**config.mk**
```make
export PLATFORM = sky130hd
export DESIGN_NAME = afc_seq_fabric
export DESIGN_NICKNAME = d
export VERILOG_FILES = /design/src/hdl/afc_seq_fabric.v
export VERILOG_INCLUDE_DIRS = /design/src /design/src/shared
export SDC_FILE = /design/constraint.sdc
export NUM_CORES = 1
export LEC_CHECK = 0
export ABC_AREA = 0
export BUFFER_PORTS_ARGS = -buffer_cell sky130_fd_sc_hd__buf_2
export CORE_ASPECT_RATIO = 0.7
export CORE_MARGIN = 2
export CORE_UTILIZATION = 35
export DETAILED_ROUTE_END_ITERATION = 16
export GPL_TIMING_DRIVEN = 1
export PLACE_DENSITY = 0.57
export SYNTH_ARGS = -nofsm -noshare
export SYNTH_HDL_FRONTEND = slang
export SYNTH_SLANG_ARGS = --single-unit
export TNS_END_PERCENT = 20
```
**constraint.sdc**
```tcl
create_clock -name core_clk -period 8.6 [get_ports core_clk]
set_input_delay 0 -clock core_clk [delete_from_list [all_inputs] [get_ports core_clk]]
set_output_delay 0 -clock core_clk [all_outputs]
set_load 0.01 [all_outputs]
```
**src/shared/afc_consts.vh**
```
// Constants for the fabric-controlled converter sequencer block.
`ifndef AFC_CONSTS_VH
`define AFC_CONSTS_VH
// Register word indexes.
`define AFC_REG_CTRL 4'h0
`define AFC_REG_SAMPLE_T 4'h1
`define AFC_REG_GLOBAL 4'h2
`define AFC_REG_MUX_FW 4'h3
`define AFC_REG_MUX_HW 4'h4
`define AFC_REG_RANGE 4'h5
`define AFC_REG_INTR 4'h6
`define AFC_REG_WORK0 4'h7
`define AFC_REG_RESULT0 4'h8
// Control register fields.
`define AFC_CTRL_FABRIC 0
`define AFC_CTRL_SYNC 1
`define AFC_CTRL_CONT 2
`define AFC_CTRL_FWTRIG 3
`define AFC_CTRL_NEGSEL_LO 9
`define AFC_CTRL_NEGSEL_HI 11
`define AFC_CTRL_NEGHW 13
`define AFC_NEGSEL_VREF 3'h7
// Mux switch register layout.
`define AFC_MUX_GND 12
`define AFC_MUX_TEMP 13
// Interrupt status bits.
`define AFC_INT_SAT 0
`define AFC_INT_RANGE 1
`define AFC_INT_EOS 2
// Reset values.
`define AFC_CTRL_RST 32'h0000_0000
`define AFC_SAMPLE_T_RST 32'h0404_0404
`define AFC_GLOBAL_RST 32'h0000_0000
`define AFC_RANGE_RST 32'hFFFF_0000
// Result strobe hold, in system clock cycles.
`define AFC_HOLD_CYCLES 2'h2
`endif

```
**src/hdl/afc_seq_fabric.v**
```verilog
// Fabric-control mode of the converter scan sequencer with its register port.
`timescale 1ns/1ps
`include "afc_consts.vh"

module afc_seq_fabric (
    input wire core_clk,
    input wire arst_n,
    input wire [3:0] reg_addr,
    input wire [31:0] reg_wdata,
    input wire reg_wr,
    input wire reg_rd,
    output reg [31:0] reg_rdata_q,
    input wire [7:0] fab_pin_route,
    input wire [3:0] fab_bus_route,
    input wire [1:0] fab_aux_sw,
    input wire fab_vref_neg,
    input wire [1:0] fab_sample_sel,
    input wire fab_average,
    input wire fab_resolution,
    input wire fab_differential,
    input wire fab_trigger,
    input wire fab_hilo_sel,
    output reg fab_sample_done_q,
    output reg fab_tag_valid_q,
    output reg [3:0] fab_tag_q,
    output reg fab_data_valid_q,
    output wire [11:0] fab_data,
    output reg fab_eos_q,
    output reg [7:0] sw_pin_q,
    output reg [3:0] sw_bus_q,
    output reg sw_gnd_neg_q,
    output reg sw_temp_pos_q,
    output reg sw_vref_neg_q,
    output reg conv_start_q,
    output reg [7:0] conv_sample_cycles_q,
    output reg [1:0] conv_res_q,
    output reg conv_diff_q,
    input wire conv_sample_end,
    input wire conv_done,
    input wire [11:0] conv_raw
);

    // ****************************************************************
    // Registers and state
    // ****************************************************************
    localparam ST_IDLE = 2'h0;
    localparam ST_SAMPLE = 2'h1;
    localparam ST_CONV = 2'h2;
    localparam ST_DONE = 2'h3;

    reg [31:0] ctrl_q;
    reg [31:0] sample_t_q;
    reg [31:0] global_q;
    reg [13:0] mux_fw_q;
    reg [13:0] mux_hw_q;
    reg [31:0] range_q;
    reg [2:0] intr_q;
    reg [15:0] work0_q;
    reg [15:0] result0_q;
    reg [1:0] state_q;
    reg [1:0] cfg_st_q;
    reg cfg_avg_q;
    reg cfg_res_q;
    reg cfg_diff_q;
    reg [4:0] cnt_q;
    reg [15:0] acc_q;
    reg sat_q;
    reg [15:0] out_data_q;
    reg [1:0] hold_q;
    reg [4:0] sync1_q;
    reg [4:0] sync2_q;
    reg done_pend_q;
    reg range_hit_q;

    wire fabric_mode = ctrl_q[`AFC_CTRL_FABRIC];
    wire [2:0] neg_sel = ctrl_q[`AFC_CTRL_NEGSEL_HI:`AFC_CTRL_NEGSEL_LO];
    wire wr_ctrl = reg_wr && (reg_addr == `AFC_REG_CTRL);
    wire wr_intr = reg_wr && (reg_addr == `AFC_REG_INTR);

    // ****************************************************************
    // Configuration input path
    // ****************************************************************
    // optional two-flop sync
    always @(posedge core_clk or negedge arst_n) begin
        if (!arst_n) begin
            sync1_q <= 5'h00;
            sync2_q <= 5'h00;
        end else begin
            sync1_q <= {fab_sample_sel, fab_average, fab_resolution, fab_differential};
            sync2_q <= sync1_q;
        end
    end

    // Bypass exists because at very slow converter rates the sync delay can miss a trigger-aligned setting.
    wire [4:0] cfg_in = ctrl_q[`AFC_CTRL_SYNC] ? sync2_q :
        {fab_sample_sel, fab_average, fab_resolution, fab_differential};

    // ****************************************************************
    // Trigger sources
    // ****************************************************************
    // fabric, firmware, continuous
    wire trig_any = fabric_mode && (fab_trigger || ctrl_q[`AFC_CTRL_FWTRIG] || ctrl_q[`AFC_CTRL_CONT]);

    // ****************************************************************
    // Averaging and result checks
    // ****************************************************************
    wire [4:0] avg_total = cfg_avg_q ? (5'h02 << global_q[1:0]) : 5'h01;
    reg [11:0] res_max;
    always @* begin
        res_max = 12'hFFF;
        if (cfg_res_q) begin
            res_max = global_q[2] ? 12'h0FF : 12'h3FF;
        end
    end
    wire [15:0] acc_next = acc_q + {4'h0, conv_raw};
    wire raw_sat = (conv_raw == 12'h000) || (conv_raw >= res_max);
    wire last_sample = (cnt_q + 5'h01) >= avg_total;
    wire [15:0] final_res = acc_next;
    wire range_hit = (final_res < range_q[15:0]) || (final_res > range_q[31:16]);

    // ****************************************************************
    // Conversion sequence
    // ****************************************************************
    always @(posedge core_clk or negedge arst_n) begin
        if (!arst_n) begin
            state_q <= ST_IDLE;
            cfg_st_q <= 2'h0;
            cfg_avg_q <= 1'b0;
            cfg_res_q <= 1'b0;
            cfg_diff_q <= 1'b0;
            cnt_q <= 5'h00;
            acc_q <= 16'h0000;
            sat_q <= 1'b0;
            conv_start_q <= 1'b0;
            fab_sample_done_q <= 1'b0;
            done_pend_q <= 1'b0;
            out_data_q <= 16'h0000;
            work0_q <= 16'h0000;
            result0_q <= 16'h0000;
        end else begin
            conv_start_q <= 1'b0;
            fab_sample_done_q <= 1'b0;
            done_pend_q <= 1'b0;
            case (state_q)
                ST_IDLE: begin
                    if (trig_any) begin
                        {cfg_st_q, cfg_avg_q, cfg_res_q, cfg_diff_q} <= cfg_in;
                        cnt_q <= 5'h00;
                        acc_q <= 16'h0000;
                        sat_q <= 1'b0;
                        conv_start_q <= 1'b1;
                        state_q <= ST_SAMPLE;
                    end
                end
                ST_SAMPLE: begin
                    if (conv_sample_end) begin
                        fab_sample_done_q <= 1'b1;
                        state_q <= ST_CONV;
                    end
                end
                ST_CONV: begin
                    if (conv_done) begin
                        acc_q <= acc_next;
                        sat_q <= sat_q | raw_sat;
                        cnt_q <= cnt_q + 5'h01;
                        if (last_sample) begin
                            work0_q <= final_res;
                            result0_q <= final_res;
                            out_data_q <= final_res;
                            done_pend_q <= 1'b1;
                            state_q <= ST_DONE;
                        end else begin
                            conv_start_q <= 1'b1;
                            state_q <= ST_SAMPLE;
                        end
                    end
                end
                ST_DONE: begin
                    if (hold_q == 2'h0 && !done_pend_q) begin
                        state_q <= ST_IDLE;
                    end
                end
                default: begin
                    state_q <= ST_IDLE;
                end
            endcase
        end
    end

    // ****************************************************************
    // Result export towards the fabric
    // ****************************************************************
    always @(posedge core_clk or negedge arst_n) begin
        if (!arst_n) begin
            hold_q <= 2'h0;
            fab_data_valid_q <= 1'b0;
            fab_tag_valid_q <= 1'b0;
            fab_tag_q <= 4'h0;
            fab_eos_q <= 1'b0;
        end else begin
            if (done_pend_q) begin
                hold_q <= `AFC_HOLD_CYCLES - 2'h1;
                fab_data_valid_q <= 1'b1;
                fab_tag_valid_q <= 1'b1;
                fab_tag_q <= {2'h0, range_hit_q, sat_q};
                fab_eos_q <= 1'b1;
            end else if (hold_q != 2'h0) begin
                hold_q <= hold_q - 2'h1;
            end else begin
                fab_data_valid_q <= 1'b0;
                fab_tag_valid_q <= 1'b0;
                fab_eos_q <= 1'b0;
            end
        end
    end

    always @(posedge core_clk or negedge arst_n) begin
        if (!arst_n) begin
            range_hit_q <= 1'b0;
        end else if (state_q == ST_CONV && conv_done && last_sample) begin
            range_hit_q <= range_hit;
        end
    end

    assign fab_data = fab_hilo_sel ? {4'h0, out_data_q[15:8]} : out_data_q[11:0];

    // ****************************************************************
    // Converter settings
    // ****************************************************************
    // Settings are taken at the trigger edge so that they stand beside the first start pulse.
    wire cfg_take = (state_q == ST_IDLE) && trig_any;
    wire [4:0] cfg_use = cfg_take ? cfg_in : {cfg_st_q, cfg_avg_q, cfg_res_q, cfg_diff_q};
    always @(posedge core_clk or negedge arst_n) begin
        if (!arst_n) begin
            conv_sample_cycles_q <= 8'h00;
            conv_res_q <= 2'h0;
            conv_diff_q <= 1'b0;
        end else begin
            case (cfg_use[4:3])
                2'h0: conv_sample_cycles_q <= sample_t_q[7:0];
                2'h1: conv_sample_cycles_q <= sample_t_q[15:8];
                2'h2: conv_sample_cycles_q <= sample_t_q[23:16];
                default: conv_sample_cycles_q <= sample_t_q[31:24];
            endcase
            conv_res_q <= cfg_use[1] ? (global_q[2] ? 2'h2 : 2'h1) : 2'h0;
            conv_diff_q <= cfg_use[0];
        end
    end

    // ****************************************************************
    // Analog switch enables
    // ****************************************************************
    // owned switches need both bits
    wire [13:0] fab_req = {fab_aux_sw[1], fab_aux_sw[0], fab_bus_route, fab_pin_route};
    wire [13:0] sw_next;
    genvar gi;
    generate
        for (gi = 0; gi < 14; gi = gi + 1) begin : g_sw
            assign sw_next[gi] = (fabric_mode && mux_hw_q[gi]) ? (mux_fw_q[gi] && fab_req[gi]) : mux_fw_q[gi];
        end
    endgenerate

    always @(posedge core_clk or negedge arst_n) begin
        if (!arst_n) begin
            sw_pin_q <= 8'h00;
            sw_bus_q <= 4'h0;
            sw_gnd_neg_q <= 1'b0;
            sw_temp_pos_q <= 1'b0;
            sw_vref_neg_q <= 1'b0;
        end else begin
            sw_pin_q <= sw_next[7:0];
            sw_bus_q <= sw_next[11:8];
            sw_temp_pos_q <= sw_next[`AFC_MUX_TEMP];
            // Steering follows the live differential input, because switches are set before the trigger.
            // single-ended negative steering
            sw_gnd_neg_q <= sw_next[`AFC_MUX_GND] && !(fabric_mode && fab_differential);
            sw_vref_neg_q <= fabric_mode && !fab_differential && (neg_sel == `AFC_NEGSEL_VREF) &&
                ctrl_q[`AFC_CTRL_NEGHW] && fab_vref_neg;
        end
    end

    // ****************************************************************
    // Register port
    // ****************************************************************
    wire eos_evt = done_pend_q;
    always @(posedge core_clk or negedge arst_n) begin
        if (!arst_n) begin
            ctrl_q <= `AFC_CTRL_RST;
            sample_t_q <= `AFC_SAMPLE_T_RST;
            global_q <= `AFC_GLOBAL_RST;
            mux_fw_q <= 14'h0000;
            mux_hw_q <= 14'h0000;
            range_q <= `AFC_RANGE_RST;
        end else begin
            if (wr_ctrl) begin
                ctrl_q <= reg_wdata;
            end else if (trig_any && state_q == ST_IDLE) begin
                // Firmware trigger is self-clearing once taken.
                ctrl_q[`AFC_CTRL_FWTRIG] <= 1'b0;
            end
            if (reg_wr && reg_addr == `AFC_REG_SAMPLE_T) begin
                sample_t_q <= reg_wdata;
            end
            if (reg_wr && reg_addr == `AFC_REG_GLOBAL) begin
                global_q <= {29'h0000_0000, reg_wdata[2:0]};
            end
            if (reg_wr && reg_addr == `AFC_REG_MUX_FW) begin
                mux_fw_q <= reg_wdata[13:0];
            end
            if (reg_wr && reg_addr == `AFC_REG_MUX_HW) begin
                mux_hw_q <= reg_wdata[13:0];
            end
            if (reg_wr && reg_addr == `AFC_REG_RANGE) begin
                range_q <= reg_wdata;
            end
        end
    end

    // ****************************************************************
    // Status flags
    // ****************************************************************
    always @(posedge core_clk or negedge arst_n) begin
        if (!arst_n) begin
            intr_q <= 3'h0;
        end else begin
            intr_q[`AFC_INT_SAT] <= (eos_evt && sat_q) ||
                (intr_q[`AFC_INT_SAT] && !(wr_intr && reg_wdata[`AFC_INT_SAT]));
            intr_q[`AFC_INT_RANGE] <= (eos_evt && range_hit_q) ||
                (intr_q[`AFC_INT_RANGE] && !(wr_intr && reg_wdata[`AFC_INT_RANGE]));
            intr_q[`AFC_INT_EOS] <= eos_evt ||
                (intr_q[`AFC_INT_EOS] && !(wr_intr && reg_wdata[`AFC_INT_EOS]));
        end
    end

    always @(posedge core_clk or negedge arst_n) begin
        if (!arst_n) begin
            reg_rdata_q <= 32'h0000_0000;
        end else if (reg_rd) begin
            case (reg_addr)
                `AFC_REG_CTRL: reg_rdata_q <= ctrl_q;
                `AFC_REG_SAMPLE_T: reg_rdata_q <= sample_t_q;
                `AFC_REG_GLOBAL: reg_rdata_q <= global_q;
                `AFC_REG_MUX_FW: reg_rdata_q <= {18'h0_0000, mux_fw_q};
                `AFC_REG_MUX_HW: reg_rdata_q <= {18'h0_0000, mux_hw_q};
                `AFC_REG_RANGE: reg_rdata_q <= range_q;
                `AFC_REG_INTR: reg_rdata_q <= {27'h000_0000, state_q, intr_q};
                `AFC_REG_WORK0: reg_rdata_q <= {16'h0000, work0_q};
                `AFC_REG_RESULT0: reg_rdata_q <= {16'h0000, result0_q};
                default: reg_rdata_q <= 32'h0000_0000;
            endcase
        end else begin
            reg_rdata_q <= 32'h0000_0000;
        end
    end

endmodule

```
==> flow_summary.toml <==
[clocking]
clock-root-buffer = "clkbuf_16"
clockBufferDepth = 3
path_clk_slew_ns = 0.06
cts_tree = "built"
worst_skew_pair.late_latency_ns = 0.55
htree_levels = 1
cts_made_buffers = 28
cts.sinks = 252
cts-resized-gates = 0

[synthesis]
synth_seq_area_share_pct = 52.61
syn_inst = 1003
syn_area_sq_um = 12030
ys_warn_count = 0
synth_top_area_share_pct = 48.24
synth_edf_count = 0
synth.area.top_cells = "dfrtp_1 (48%), mux2_2 (15%), ha_1 (5.6%)"
synth_most_common_cell = "dfrtp_1"
netlist_top_cells_count = "dfrtp_1 (232), mux2_2 (155), nand2_1 (100)"
synth_cell_types = 68
async_flop_share_pct = 100.0
ys_ff_latch = 252
synth_area_per_cell_sq_um = 12.00
synth_top_area_cell = "dfrtp_1"
ys.flop_type = "dfrtp_1"

[timing]
tightest_slew_ns = 1.066
hold_viol_final = 0
period_share_pct = 42.53
max_freq_mhz = 273.4
rsz0062_at_grt = "false"
setup_tns_ns = 0
skew_ns = 0.01755
finalMaxSlewViolations = 0
setup_viol = 0
min_period_ns = 3.657
relSlewSlack_pct = 28.71

[floorplan]
core.rowCount = 56
ios = 155
die_w_microns = 225.6
die_area_sq_um = 35910
fp.dieH_microns = 159.1
start_util_pct = 35.71
core_sq_um = 33700

[min_path]
hp-start = "conv_raw[11]"
min_path_type = "in2reg"

[worst_setup_path]
crit_arrival_ns = 4.12
crit_path_max_fanout = 4
worstSetupStartpointType = "register"
cp-startpoint = "acc_q[0]"
r2r-start = "acc_q[0]"
endpoint_kind = "register"
worst_ep_required_time_ns = 9.06
criticalPathCategory = "reg2reg"

[power_and_ir_drop]
p_leak_nw = 6.860
p_per_area_nw_per_um2 = 300.5
finalPower_mw = 4.449
peakVddDrop_mv = 0.1955

[finish]
syn2layout_area_growth_pct = 23.02
diodes = 0
register_area_sq_um = 6331
drive_gt1_share_pct = 33.12
finalNetCount = 1332
multi_input_area_sq_um = 5306
nFillCells = 3158

[grt]
grt_overflow = 0
grt_pass1_vias = 8987
grt_use_total_pct = 20.06
grt_max_degree = 108
antenna_found_initial = 2
grt_pass1_wl_mm = 55.08

[drt]
vias = 8862
viasPerCell = 5.253
drt-wirelength-per-cell_microns = 21.41
highest_layer = "met4"
antenna_left = 0
drt_iter0_drc = 878
m1WireLength_mm = 17.35
drt-total-wl_mm = 36.12
drc = 0
wl_met3_mm = 2.490
drt_pass1_iterations = 6
wl_met2_mm = 15.44

[flow_run]
cap_violations = 0

[status]
status = "finished, final reports clean"

[place]
hpwl_mm = 25.98
gp_congestion = 0.8683
portBuffers = 152
==> layout make-up <==
cell class | count | area share, %
sequential | 252 | 42.77
inverter | 49 | 1.242
tap | 464 | 3.922
clock inverter | 10 | 0.9212
multi-input combinational | 651 | 35.84
clock buffer | 42 | 5.705
timing repair buffer | 219 | 9.601
==> repair_timing <==
action,CTS,global route
endpoints found under the hold margin,265,0
setup buffers,0,0
hold buffers,59,0
==> stage by stage <==
step | hold WS (ns) | util (%) | setup WS [ns] | cells | instance area [sq um]
2_1_floorplan | -0.2956 | - | 5.423 | 1004 | 12040
3_3_place_gp | 0.1283 | 39.26 | 5.150 | 1576 | 13230
3_5_place_dp | 0.1255 | 39.26 | 4.985 | 1576 | 13230
4_1_cts | 0.01026 | 43.93 | 4.976 | 1687 | 14800
5_1_grt | 0.03948 | 43.93 | 4.652 | 1687 | 14800
6_report | 0.03518 | 43.93 | 4.943 | 1687 | 14800
==> registers in the layout (all words and copies together), names as in the netlist, 4 cells and up <==
signal,flops
reg_rdata_q,32
sw_bus_q,4
acc_q,16
conv_sample_cycles_q,8
mux_fw_q,14
cnt_q,5
mux_hw_q,14
range_q,32
sync2_q,5
ctrl_q,32
sync1_q,5
out_data_q,16
sw_pin_q,8
sample_t_q,32
==> layer usage <==
metal  global-route usage, %  up-vias
li1                        -     4038
met1                   30.32     4463
met2                   29.36      304
met3                   3.765       57
met4                   5.178        0
met5                       0        -
==> final timing paths <==
kind	slack, ns	endpoint	cells past startpoint
hold reg to reg	0.35	sync2_q[1]	0
setup reg to reg	4.94	range_hit_q	14
min in group asynchronous	0.09	sw_pin_q[6]	2
hold / removal	0.04	sat_q	4
setup / recovery	4.94	range_hit_q	14
max in group asynchronous	7.01	ctrl_q[26]	3
==> critical path, stage by stage, from the launching register on <==
cell	delay [ns]
dfrtp_1	0.39
ha_1	0.22
fa_1	0.41
a21oi_1	0.24
o21ai_1	0.16
a2111oi_0	0.43
nor3_1	0.12
xor2_1	0.21
ha_1	0.33
nand4_1	0.12
nor4_1	0.33
a21bo_2	0.27
o211ai_1	0.08
a22oi_1	0.11
o21ai_0	0.15
==> where the power goes <==
part	total [mW]	switching, mW	internal, mW
Combinational	1.40	0.766	0.632
Clock	1.27	0.504	0.768
Sequential	1.78	0.284	1.50
==> layout by cell type, fill, tap and decap left out, drive strengths merged, types with 4 or more instances in the layout <==
cell type	count
nand3b	5
dfstp	20
a21o	4
a22o	17
nor2b	14
a21oi	43
a222oi	27
inv	50
a31oi	9
mux4	9
mux2	155
o211ai	6
ha	54
nor3	9
xor2	11
nand2b	7
xnor2	7
nor4	6
nor2	38
clkbuf	42
mux2i	8
o22ai	8
a22oi	5
buf	160
nand3	12
nand4	7
dlygate4sd3	59
o21a	13
nand2	100
and2	4
o21ai	39
dfrtp	232
==> cells by family (layout without fill, tap and decap cells) <==
kind of cell / Yosys count / in the layout / share of synthesized area, %
DFF: 252 / 252 / 52.61
buffers and inverters: 101 / 320 / 3.628
adders and majority gates: 55 / 55 / 5.781
muxes: 172 / 172 / 17.01
and+or+nand+nor: 211 / 211 / 8.266
xor gates and xnor gates: 18 / 18 / 1.310
other: 1 / 2 / 0.03116
AOI/OAI and AO/OA: 193 / 193 / 11.36
(Power assumes the default switching activity.)
